### config.mk
export PLATFORM = sky130hd
export DESIGN_NAME = pbs_master_flat
export DESIGN_NICKNAME = d
export VERILOG_FILES = /design/src/hw/pbs_pkg.sv /design/src/hw/pbs_if.sv /design/src/hw/pbs_master.sv /design/src/flat_wrapper.sv
export SDC_FILE = /design/constraint.sdc
export NUM_CORES = 1
export LEC_CHECK = 0
export BUFFER_PORTS_ARGS = -buffer_cell sky130_fd_sc_hd__buf_4
export CORE_MARGIN = 2
export CORE_UTILIZATION = 33
export DETAILED_ROUTE_END_ITERATION = 10
export GPL_ROUTABILITY_DRIVEN = 0
export GPL_TIMING_DRIVEN = 1
export MAX_ROUTING_LAYER = met4
export PLACE_DENSITY = 0.56
export REMOVE_ABC_BUFFERS = 1
export SETUP_SLACK_MARGIN = 0.02
export SLEW_MARGIN = 20
export SYNTH_ARGS = -nofsm -noshare
export SYNTH_HDL_FRONTEND = slang
export SYNTH_SLANG_ARGS = --single-unit
### constraint.sdc
create_clock -name SYS_CLK_I -period 2.39 [get_ports SYS_CLK_I]
set_input_delay 0.239 -clock SYS_CLK_I [delete_from_list [all_inputs] [get_ports SYS_CLK_I]]
set_output_delay 0.239 -clock SYS_CLK_I [all_outputs]
set_load 0.005 [all_outputs]
### src/hw/pbs_pkg.sv
// Notes on behaviour
// - master puts 32-bit address when frame starts
// - lanes 39:32 low byte, 63:56 high byte
// - write data valid with irdy, read with trdy
// - word moves only when irdy and trdy
// - command on byte-enable groups during address
// - byte enables mark valid lanes in data
// - only master drives frame, held during transfer
// - frame low marks final data phase
// - claim driven only after own address decode
// - master samples target claim as input
// - grant is private line to this master
// - everything referenced to the one bus clock; both ends run on SYS_CLK_I and pass bus inputs through two sync stages
// - wide request asserted with frame
// - no wide ack with claim: fall back 32-bit
// - width fixed for whole transaction
package pbs_pkg;
   localparam logic [3:0] PBS_CMD_RESET   = 4'h0;
   localparam logic [7:0] PBS_BE_RESET    = 8'h00;
   // frame crosses two sync stages at the target and claim two at the master, so the window must cover both
   localparam logic [3:0] PBS_CLAIM_WAIT  = 4'h8;
   localparam int         PBS_DATA_W      = 32;

   typedef enum logic [1:0] {
      PBS_IDLE = 2'b00,
      PBS_ADDR = 2'b01,
      PBS_DATA = 2'b10,
      PBS_TURN = 2'b11
   } pbs_state_t;
endpackage

### src/hw/pbs_if.sv
`timescale 1ns/1ps
`default_nettype none
// active-high logical levels; each shared line carries an output enable per end
interface pbs_if;
   logic        clk;
   logic [31:0] m_ad;
   logic        m_ad_oe;
   logic [31:0] t_ad;
   logic        t_ad_oe;
   logic [3:0]  low_cmd_byte_enables;
   logic [3:0]  high_cmd_byte_enables;
   logic        cycle_frame;
   logic        initiator_ready;
   logic        wide_transfer_request;
   logic        m_oe;
   logic        target_claim;
   logic        target_ready;
   logic        wide_transfer_ack;
   logic        t_oe;
   logic        bus_grant;
   logic [31:0] upper_addr_data_lanes;
   assign upper_addr_data_lanes = m_ad_oe ? m_ad : (t_ad_oe ? t_ad : 32'h0000_0000);

   modport master (
      input  clk, t_ad, t_ad_oe, target_claim, target_ready, wide_transfer_ack, t_oe, bus_grant,
      output m_ad, m_ad_oe, low_cmd_byte_enables, high_cmd_byte_enables, cycle_frame,
             initiator_ready, wide_transfer_request, m_oe
   );
   modport target (
      input  clk, m_ad, m_ad_oe, low_cmd_byte_enables, high_cmd_byte_enables, cycle_frame,
             initiator_ready, wide_transfer_request, m_oe,
      output t_ad, t_ad_oe, target_claim, target_ready, wide_transfer_ack, t_oe, bus_grant
   );
endinterface
`default_nettype wire

### src/hw/pbs_master.sv
`timescale 1ns/1ps
`default_nettype none
// device end: bus master; one word per request, one data phase per transaction
module pbs_master
   import pbs_pkg::*;
(
   // clock and reset
   input  wire logic        SYS_CLK_I,
   input  wire logic        RESET_I,
   // user request
   input  wire logic        REQ_I,
   input  wire logic        WRITE_I,
   input  wire logic        WIDE_I,
   input  wire logic [3:0]  CMD_I,
   input  wire logic [31:0] ADDR_I,
   input  wire logic [31:0] WDATA_I,
   input  wire logic [3:0]  BE_I,
   output logic             BUSY_O,
   output logic             DONE_O,
   output logic             WIDE_O,
   output logic             NOCLAIM_O,
   output logic [31:0]      RDATA_O,
   // bus
   pbs_if.master            bus
);
   pbs_state_t  state_r;
   logic [3:0]  wait_r;
   logic        write_r;
   logic [31:0] wdata_r;
   logic [3:0]  be_r;
   logic [1:0]  gnt_sy_r;
   logic [1:0]  clm_sy_r;
   logic        clm_d_r;
   logic [1:0]  trdy_sy_r;
   logic [1:0]  ack_sy_r;
   logic [31:0] rd_sy0_r;
   logic [31:0] rd_sy1_r;
   logic        done_nxt;

   // ****************************************
   // input synchronisers
   // ****************************************
   always_ff @(posedge SYS_CLK_I) begin
      gnt_sy_r  <= {gnt_sy_r[0], bus.bus_grant};
      clm_sy_r  <= {clm_sy_r[0], bus.target_claim};
      clm_d_r   <= clm_sy_r[1];
      trdy_sy_r <= {trdy_sy_r[0], bus.target_ready};
      ack_sy_r  <= {ack_sy_r[0], bus.wide_transfer_ack};
      rd_sy0_r  <= bus.t_ad;
      rd_sy1_r  <= rd_sy0_r;
   end

   assign done_nxt = (state_r == PBS_DATA) && trdy_sy_r[1];

   // ****************************************
   // phase sequencer
   // ****************************************
   always_ff @(posedge SYS_CLK_I) begin
      if (RESET_I) begin
         state_r                   <= PBS_IDLE;
         wait_r                    <= 4'h0;
         bus.cycle_frame           <= 1'b0;
         bus.initiator_ready       <= 1'b0;
         bus.wide_transfer_request <= 1'b0;
         bus.m_oe                  <= 1'b0;
         bus.m_ad_oe               <= 1'b0;
         bus.m_ad                  <= 32'h0000_0000;
         bus.low_cmd_byte_enables  <= PBS_CMD_RESET;
         bus.high_cmd_byte_enables <= PBS_CMD_RESET;
         write_r                   <= 1'b0;
         wdata_r                   <= 32'h0000_0000;
         be_r                      <= 4'h0;
         BUSY_O                    <= 1'b0;
         DONE_O                    <= 1'b0;
         WIDE_O                    <= 1'b0;
         NOCLAIM_O                 <= 1'b0;
         RDATA_O                   <= 32'h0000_0000;
      end else begin
         DONE_O    <= 1'b0;
         NOCLAIM_O <= 1'b0;
         unique case (state_r)
            PBS_IDLE: begin
               // start only when granted and frame/irdy are idle
               if (REQ_I && gnt_sy_r[1] && !bus.cycle_frame && !bus.initiator_ready) begin
                  state_r                   <= PBS_ADDR;
                  BUSY_O                    <= 1'b1;
                  WIDE_O                    <= 1'b0;
                  bus.m_oe                  <= 1'b1;
                  bus.cycle_frame           <= 1'b1;
                  bus.wide_transfer_request <= WIDE_I;
                  bus.m_ad_oe               <= 1'b1;
                  bus.m_ad                  <= ADDR_I;
                  bus.low_cmd_byte_enables  <= CMD_I;
                  bus.high_cmd_byte_enables <= WIDE_I ? CMD_I : PBS_CMD_RESET;
                  write_r                   <= WRITE_I;
                  wdata_r                   <= WDATA_I;
                  be_r                      <= BE_I;
               end
            end
            PBS_ADDR: begin
               // single data phase, so frame drops with irdy rising
               state_r                   <= PBS_DATA;
               wait_r                    <= 4'h0;
               bus.cycle_frame           <= 1'b0;
               bus.wide_transfer_request <= 1'b0;
               bus.initiator_ready       <= 1'b1;
               bus.m_ad_oe               <= write_r;  // turn lanes over for reads
               bus.m_ad                  <= wdata_r;
               bus.low_cmd_byte_enables  <= be_r;
               bus.high_cmd_byte_enables <= be_r;
            end
            PBS_DATA: begin
               if (wait_r != 4'hf) begin
                  wait_r <= wait_r + 4'h1;
               end
               // the first cycle of claim decides the width for the whole transfer
               if (clm_sy_r[1] && !clm_d_r) begin
                  WIDE_O <= ack_sy_r[1];
               end
               if (done_nxt) begin
                  state_r   <= PBS_TURN;
                  DONE_O    <= 1'b1;
                  if (!write_r) begin
                     RDATA_O <= rd_sy1_r;
                  end
               end else if (!clm_sy_r[1] && wait_r >= PBS_CLAIM_WAIT) begin
                  state_r   <= PBS_TURN;
                  NOCLAIM_O <= 1'b1;
               end
            end
            PBS_TURN: begin
               state_r                   <= PBS_IDLE;
               BUSY_O                    <= 1'b0;
               bus.initiator_ready       <= 1'b0;
               bus.m_ad_oe               <= 1'b0;
               bus.m_oe                  <= 1'b0;
               bus.low_cmd_byte_enables  <= PBS_CMD_RESET;
               bus.high_cmd_byte_enables <= PBS_CMD_RESET;
            end
         endcase
      end
   end
endmodule
`default_nettype wire

### src/flat_wrapper.sv
// flat-port wrapper written by rule: the top's interface ports become plain ports
module pbs_master_flat import pbs_pkg::*;
  (SYS_CLK_I, RESET_I, REQ_I, WRITE_I, WIDE_I, CMD_I, ADDR_I, WDATA_I, BE_I, BUSY_O, DONE_O, WIDE_O, NOCLAIM_O, RDATA_O, bus_clk, bus_t_ad, bus_t_ad_oe, bus_target_claim, bus_target_ready, bus_wide_transfer_ack, bus_t_oe, bus_bus_grant, bus_m_ad, bus_m_ad_oe, bus_low_cmd_byte_enables, bus_high_cmd_byte_enables, bus_cycle_frame, bus_initiator_ready, bus_wide_transfer_request, bus_m_oe);
  pbs_if bus_i ();
  input  wire logic SYS_CLK_I;
  input  wire logic RESET_I;
  input  wire logic REQ_I;
  input  wire logic WRITE_I;
  input  wire logic WIDE_I;
  input  wire logic [3:0] CMD_I;
  input  wire logic [31:0] ADDR_I;
  input  wire logic [31:0] WDATA_I;
  input  wire logic [3:0] BE_I;
  output logic BUSY_O;
  output logic DONE_O;
  output logic WIDE_O;
  output logic NOCLAIM_O;
  output logic [31:0] RDATA_O;
  input wire logic [$bits(bus_i.clk)-1:0] bus_clk;
  input wire logic [$bits(bus_i.t_ad)-1:0] bus_t_ad;
  input wire logic [$bits(bus_i.t_ad_oe)-1:0] bus_t_ad_oe;
  input wire logic [$bits(bus_i.target_claim)-1:0] bus_target_claim;
  input wire logic [$bits(bus_i.target_ready)-1:0] bus_target_ready;
  input wire logic [$bits(bus_i.wide_transfer_ack)-1:0] bus_wide_transfer_ack;
  input wire logic [$bits(bus_i.t_oe)-1:0] bus_t_oe;
  input wire logic [$bits(bus_i.bus_grant)-1:0] bus_bus_grant;
  output wire logic [$bits(bus_i.m_ad)-1:0] bus_m_ad;
  output wire logic [$bits(bus_i.m_ad_oe)-1:0] bus_m_ad_oe;
  output wire logic [$bits(bus_i.low_cmd_byte_enables)-1:0] bus_low_cmd_byte_enables;
  output wire logic [$bits(bus_i.high_cmd_byte_enables)-1:0] bus_high_cmd_byte_enables;
  output wire logic [$bits(bus_i.cycle_frame)-1:0] bus_cycle_frame;
  output wire logic [$bits(bus_i.initiator_ready)-1:0] bus_initiator_ready;
  output wire logic [$bits(bus_i.wide_transfer_request)-1:0] bus_wide_transfer_request;
  output wire logic [$bits(bus_i.m_oe)-1:0] bus_m_oe;
  assign bus_i.clk = bus_clk;
  assign bus_i.t_ad = bus_t_ad;
  assign bus_i.t_ad_oe = bus_t_ad_oe;
  assign bus_i.target_claim = bus_target_claim;
  assign bus_i.target_ready = bus_target_ready;
  assign bus_i.wide_transfer_ack = bus_wide_transfer_ack;
  assign bus_i.t_oe = bus_t_oe;
  assign bus_i.bus_grant = bus_bus_grant;
  assign bus_m_ad = bus_i.m_ad;
  assign bus_m_ad_oe = bus_i.m_ad_oe;
  assign bus_low_cmd_byte_enables = bus_i.low_cmd_byte_enables;
  assign bus_high_cmd_byte_enables = bus_i.high_cmd_byte_enables;
  assign bus_cycle_frame = bus_i.cycle_frame;
  assign bus_initiator_ready = bus_i.initiator_ready;
  assign bus_wide_transfer_request = bus_i.wide_transfer_request;
  assign bus_m_oe = bus_i.m_oe;
  pbs_master u_core (.SYS_CLK_I(SYS_CLK_I), .RESET_I(RESET_I), .REQ_I(REQ_I), .WRITE_I(WRITE_I), .WIDE_I(WIDE_I), .CMD_I(CMD_I), .ADDR_I(ADDR_I), .WDATA_I(WDATA_I), .BE_I(BE_I), .BUSY_O(BUSY_O), .DONE_O(DONE_O), .WIDE_O(WIDE_O), .NOCLAIM_O(NOCLAIM_O), .RDATA_O(RDATA_O), .bus(bus_i));
endmodule
Word level (Yosys, flattened, before mapping)

Index checks and enable logic that the tools add are counted.

Logic and storage cells: 88
Flip-flop bits (word level): 196

$add $sub $neg: 1
Equality and inequality tests: 8
Bitwise gates (word level): 2
Reduce and logical (&&, ||, !) cells: 27
Magnitude comparators: 1
Mux-type cells: 25

Operators by type and width:

| cell                                                                     | number |
|---|---|
| 32-bit case mux with 2 select lines                                      | 1 |
| 32-bit two-way mux                                                       | 1 |
| 4-bit case mux with 3 select lines                                       | 2 |
| 4-bit two-way mux                                                        | 4 |
| 2-bit AND reduction                                                      | 6 |
| 1-bit case mux with 2 select lines                                       | 5 |
| 2-bit nonzero test                                                       | 5 |
| 2-bit case mux with 4 select lines                                       | 1 |
| 4-bit case mux with 2 select lines                                       | 1 |
| 1-bit logical AND                                                        | 6 |
| 1-bit two-way mux                                                        | 6 |
| 2-bit two-way mux                                                        | 3 |
| 3-bit AND reduction                                                      | 2 |
| 4-bit by 1-bit adder with 4-bit output (second input constant)           | 1 |
| 2-bit == test (second input constant)                                    | 2 |
| 4-bit greater-or-equal comparator (second input constant)                | 1 |
| 1-bit logical NOT                                                        | 4 |
| 2-bit inequality test (second input constant)                            | 2 |
| 4-bit inequality test (second input constant)                            | 1 |
| 3-bit by 2-bit inequality test with 1-bit output (second input constant) | 1 |
| 1-bit case mux with 3 select lines                                       | 1 |
| 3-bit nonzero test                                                       | 1 |
| 3-bit OR reduction                                                       | 1 |
| 2-bit by 1-bit == test with 1-bit output (second input constant)         | 1 |
| other kinds (4)                                                          | 5 |

Longest topological paths before layout

Depth after elaboration: 5
Depth in mapped cells: 8
Gate-level depth less buffers: 5

Least setup slack after synthesis

No wires, ideal clock.

Path type: flip-flop to flip-flop
Start point: register u_core.state_r[1]
End point: register u_core.bus.m_ad[10]
Data arrival time: 1,608 ps
Data required time: 2,269 ps
Stages on the path, launching flop included: 8
Library setup time: 121 ps
Setup slack: 661 ps
Path buffers: 2
Cells stage by stage: dfxtp_1 -> inv_1 -> ha_1 -> buf_2 -> nand2b_1 -> a21boi_2 -> buf_6 -> mux2_2

Longest elaborated chain between the ends: 3

Ends and longest elaborated chain:

| element                                                                                                        | line              | source |
|---|---|---|
| start, declared                                                                                                | pbs_master.sv:26  | `pbs_state_t state_r;` |
| start signal, assigned                                                                                         | pbs_master.sv:60  | `state_r <= PBS_IDLE;` |
| start signal, assigned                                                                                         | pbs_master.sv:85  | `state_r <= PBS_ADDR;` |
| start signal, assigned                                                                                         | pbs_master.sv:102 | `state_r <= PBS_DATA;` |
| 2-bit by 1-bit == test with 1-bit output / 2-bit logical NOT (equally long branches)                           | pbs_master.sv:81  | `unique case (state_r)` |
| 2-bit nonzero test (no source line) / 2-bit by 1-bit inequality test with 1-bit output (equally long branches) | -                 |  |
| 2-bit AND reduction (no source line)                                                                           | -                 |  |
| end signal, assigned                                                                                           | pbs_master.sv:108 | `bus.m_ad <= wdata_r;` |
| end, declared                                                                                                  | pbs_if.sv:26      | `output m_ad, m_ad_oe, low_cmd_byte_enables, high_cmd_byte_enables, cycle_frame,` |

Parallel ways exist; a longest one is shown, timed or not.
A chain may end at the register's enable or synchronous reset.

Worst setup path in the final report

Start point: register u_core.state_r[1]
End point: register u_core.bus.m_ad[4]

Same word-level chain as after synthesis.

==> results.sh <==
export IMPL_synth_ff_latch_count=196
export IMPL_antenna_found_initial=0
export IMPL_die_area_um2=22100
export IMPL_nets=1020
export IMPL_synthDistinctLibCells=41
export IMPL_layout_worst_path_cycle_share=0.808
export IMPL_post_synth_cell_area_avg_um2=9.97
export IMPL_syn_instance_count=691
export IMPL_worstSetupStartpointType="register"
export IMPL_ctsLongestPathBuffers=2
export IMPL_worst_setup_slack_post_dpl_ps=442
export IMPL_totalNegativeSetupSlack_ps=0
export IMPL_drt_wirelength_per_cell_um=14.8
export IMPL_hold_path_startpoint="WDATA_I[18]"
export IMPL_worstPathRequired_ps=2700
export IMPL_worstPathMaxFanout=32
export IMPL_antennaDiodeCount=0
export IMPL_detail_route_antenna_nets=0
export IMPL_floorplan_rows=52
export IMPL_worst_hold_path_endpoint="u_core.wdata_r[18]$_SDFFE_PP0P_"
export IMPL_grt_max_degree=51
export IMPL_numClockSinks=196
export IMPL_number_of_global_route_vias_before_repair=5223
export IMPL_peak_clock_frequency_supported_by_timing_ghz=0.518
export IMPL_tritoncts="yes"
export IMPL_wl_mm=17.4
export IMPL_final_critical_period_ps=1930
export IMPL_power_density_nw_per_um2=986
export IMPL_global_route_wire_length_before_repair_mm=27.3
export IMPL_rrSetupSlack_ps=460
export IMPL_setup_violations=0
export IMPL_worst_hold_path_class="in -> reg"
export IMPL_area_growth_from_synthesis_to_layout_pct=38.4
export IMPL_h_tree_levels=4
export IMPL_floorplan_die_width_um=149
export IMPL_syn_cell_area_um2=6890
export IMPL_max_cap_violations=0
export IMPL_drt_first_iter_violations=203
export IMPL_leakagePower_nw=3.98
export IMPL_grt_setup_unrepaired="no"
export IMPL_detailedPlacementHpwl_mm=11.0
export IMPL_starting_density=0.338
export IMPL_grt_overflow_total=0
export IMPL_worstMarginPinSlew_ps=484
export IMPL_post_route_cells_drive_above_1_share=0.304
export IMPL_fp_dieH_um=149
export IMPL_global_route_usage_total=0.161
export IMPL_count_of_cells_along_the_worst_register_to_register_path=6
export IMPL_report_final_slew_viol_count=0
export IMPL_synth_area_leader_cell="sky130_fd_sc_hd__dfxtp_1"
export IMPL_first_pass_iters=4
export IMPL_ctsRootBufferMaster="sky130_fd_sc_hd__clkbuf_16"
export IMPL_timing_hold_worst_path_depth=3
export IMPL_clkTransAtPathRegs_ps=80
export IMPL_area_share_of_the_leading_cell_type_in_the_synthesized_netlist=0.569
export IMPL_outcome="complete, no violations"
export IMPL_irDropWorstVdd_mv=0.490
export IMPL_hold_viol=0
export IMPL_via_per_inst=4.68
export IMPL_reg2reg_from="u_core.state_r[1]$_SDFFE_PP0P_"
export IMPL_synth_yosys_warnings=0
export IMPL_routed_via_count=5522
export IMPL_worstSkewPairLatency_ps=420
export IMPL_timing_max_slew_rel_slack=0.678
export IMPL_reg2reg_to="u_core.bus.m_ad[4]$_SDFFE_PP0P_"
export IMPL_yosysSeqAreaShare=0.569
export IMPL_cts_inserted_buffers=17
export IMPL_core_area_um2=20400
export IMPL_top_area_cells_in_the_synthesized_netlist="sky130_fd_sc_hd__dfxtp_1 (57%), sky130_fd_sc_hd__a21oi_1 (5.5%), sky130_fd_sc_hd__mux2i_1 (5.5%), sky130_fd_sc_hd__mux2_2 (5.4%), sky130_fd_sc_hd__nand2_1 (3.6%)"
export IMPL_buffer_ports_inserted=193
export IMPL_worst_clock_skew_ps=10.0
export IMPL_worstSetupPathType="reg -> reg"
export IMPL_drc=0
export IMPL_critical_path_endpoint_type="register"
export IMPL_floorplan_io_pins=197
export IMPL_worst_slack_ps=459
export IMPL_worst_endpoint_arrival_ps=2250
## layout make-up
cell class,count,area (um^2)
clock buffer,19,443
inverter,12,45.0
sequential,196,3920
tap,270,338
timing repair buffer,243,1980
fill,1963,10800
clock inverter,13,134
multi-input combinational,427,2680
## flip-flops by register name, summed over array words and instances (netlist names), 4 cells and up
name / flops
u_core.wait_r: 4
u_core.RDATA_O: 32
u_core.rd_sy0_r: 32
u_core.be_r: 4
u_core.bus.low_cmd_byte_enables: 4
u_core.bus.m_ad: 32
u_core.wdata_r: 32
u_core.rd_sy1_r: 32
u_core.bus.high_cmd_byte_enables: 4
## cells in the final DEF, fill, tap and decap left out, drive strengths merged, types with 6 or more instances in the layout
master and count:
nand2b 12, dlygate4sd3 36, nand3 40, mux2 33, clkbuf 19, ha 7, inv 18, nor2b 33
nand2 67, a21oi 76, a211oi 6, mux2i 38, o21ai 37, nor2 33, buf 207, dfxtp 196
## routing by layer
layer	GRT usage	routed length, um	share of wire	vias to the layer above
met3	0.0580	1440	0.083	12
li1	-	-	-	2752
met1	0.207	8300	0.48	2589
met2	0.241	7550	0.43	169
met4	0.0443	155	0.0089	0
met5	-	0	0	-
## worst max-delay path, cell delays in order, from the launching register on
cell and delay, ps:
sky130_fd_sc_hd__dfxtp_1 420, sky130_fd_sc_hd__inv_1 90, sky130_fd_sc_hd__ha_2 300, sky130_fd_sc_hd__nand2b_1 170, sky130_fd_sc_hd__a21boi_4 210, sky130_fd_sc_hd__buf_12 240, sky130_fd_sc_hd__mux2_2 360
## metrics by stage
step	instance area, um^2	std cells	power [mW]	util	hold slack, ps
after detailed placement	8600	1112	6.70	0.422	312
final	9540	1180	9.40	0.468	65.4
after floorplan	6630	635	5.43	-	267
after global placement	8600	1112	6.67	0.422	310
after CTS	9540	1180	9.55	0.468	42.7
after global routing	9540	1180	9.94	0.468	42.7
## synth_stat cells
cell,count
sky130_fd_sc_hd__buf_2,18
sky130_fd_sc_hd__ha_1,7
sky130_fd_sc_hd__a32o_1,1
sky130_fd_sc_hd__nand3b_1,3
sky130_fd_sc_hd__and3b_1,1
sky130_fd_sc_hd__a2111oi_0,4
sky130_fd_sc_hd__nand4bb_1,1
sky130_fd_sc_hd__or2_2,1
sky130_fd_sc_hd__a22oi_1,1
sky130_fd_sc_hd__nor2b_1,33
sky130_fd_sc_hd__buf_6,3
sky130_fd_sc_hd__clkbuf_1,31
sky130_fd_sc_hd__nand3_1,40
sky130_fd_sc_hd__mux2_2,33
sky130_fd_sc_hd__and4bb_1,1
sky130_fd_sc_hd__and4_1,1
sky130_fd_sc_hd__a221oi_1,1
sky130_fd_sc_hd__nor3_1,4
sky130_fd_sc_hd__nor4_1,1
sky130_fd_sc_hd__and3_1,1
sky130_fd_sc_hd__o21ai_0,37
sky130_fd_sc_hd__buf_4,2
sky130_fd_sc_hd__nand2_1,67
sky130_fd_sc_hd__dfxtp_1,196
sky130_fd_sc_hd__o21bai_1,4
sky130_fd_sc_hd__nand4b_1,1
sky130_fd_sc_hd__or3_1,1
sky130_fd_sc_hd__a21oi_1,76
sky130_fd_sc_hd__nor2_1,33
sky130_fd_sc_hd__a211oi_1,6
sky130_fd_sc_hd__nor4bb_1,4
sky130_fd_sc_hd__a21boi_2,1
sky130_fd_sc_hd__mux2i_1,38
sky130_fd_sc_hd__nand2b_1,12
sky130_fd_sc_hd__nor3b_1,4
sky130_fd_sc_hd__a21o_1,1
sky130_fd_sc_hd__nand4_1,1
sky130_fd_sc_hd__o211ai_1,3
sky130_fd_sc_hd__and2_1,4
sky130_fd_sc_hd__inv_1,12
sky130_fd_sc_hd__buf_1,2
## worst max path at each step
stage / to / slack [ps] / depth (start not counted) / start
global route: u_core.bus.m_ad[13]$_SDFFE_PP0P_ / 330 / 6 / u_core.state_r[1]$_SDFFE_PP0P_
global placement: u_core.bus.low_cmd_byte_enables[3]$_SDFFE_PP0P_ / 480 / 6 / u_core.state_r[1]$_SDFFE_PP0P_
detailed placement: u_core.bus.m_ad[4]$_SDFFE_PP0P_ / 440 / 6 / u_core.state_r[1]$_SDFFE_PP0P_
finish: u_core.bus.m_ad[4]$_SDFFE_PP0P_ / 460 / 6 / u_core.state_r[1]$_SDFFE_PP0P_
floorplan: u_core.bus.m_ad[0]$_SDFFE_PP0P_ / -730 / 5 / u_core.state_r[0]$_SDFFE_PP0P_
CTS: u_core.bus.m_ad[4]$_SDFFE_PP0P_ / 430 / 6 / u_core.state_r[1]$_SDFFE_PP0P_
## cells by family (layout without fill, tap and decap cells)
logic type,Yosys count,in the layout,share of synthesized area
DFF,196,196,0.569
muxes,71,71,0.109
AOI/OAI and AO/OA,135,135,0.108
and+or+nand+nor,214,214,0.156
buffers and inverters,68,287,0.0447
adders and majority gates,7,7,0.0127
## where the power goes
part	leakage (nW)	internal (mW)	total [mW]	switching [mW]
combinational	2.09	1.30	2.76	1.46
clock	0.275	1.42	2.77	1.36
sequential	1.62	3.67	3.86	0.190
total	3.98	6.39	9.40	3.00
## repair_timing
item,4_1_cts,5_1_grt
resized for setup,0,0
buffers inserted,0,0
hold buffers,36,0
endpoints found under the hold margin,36,0
(Power assumes the default switching activity.)
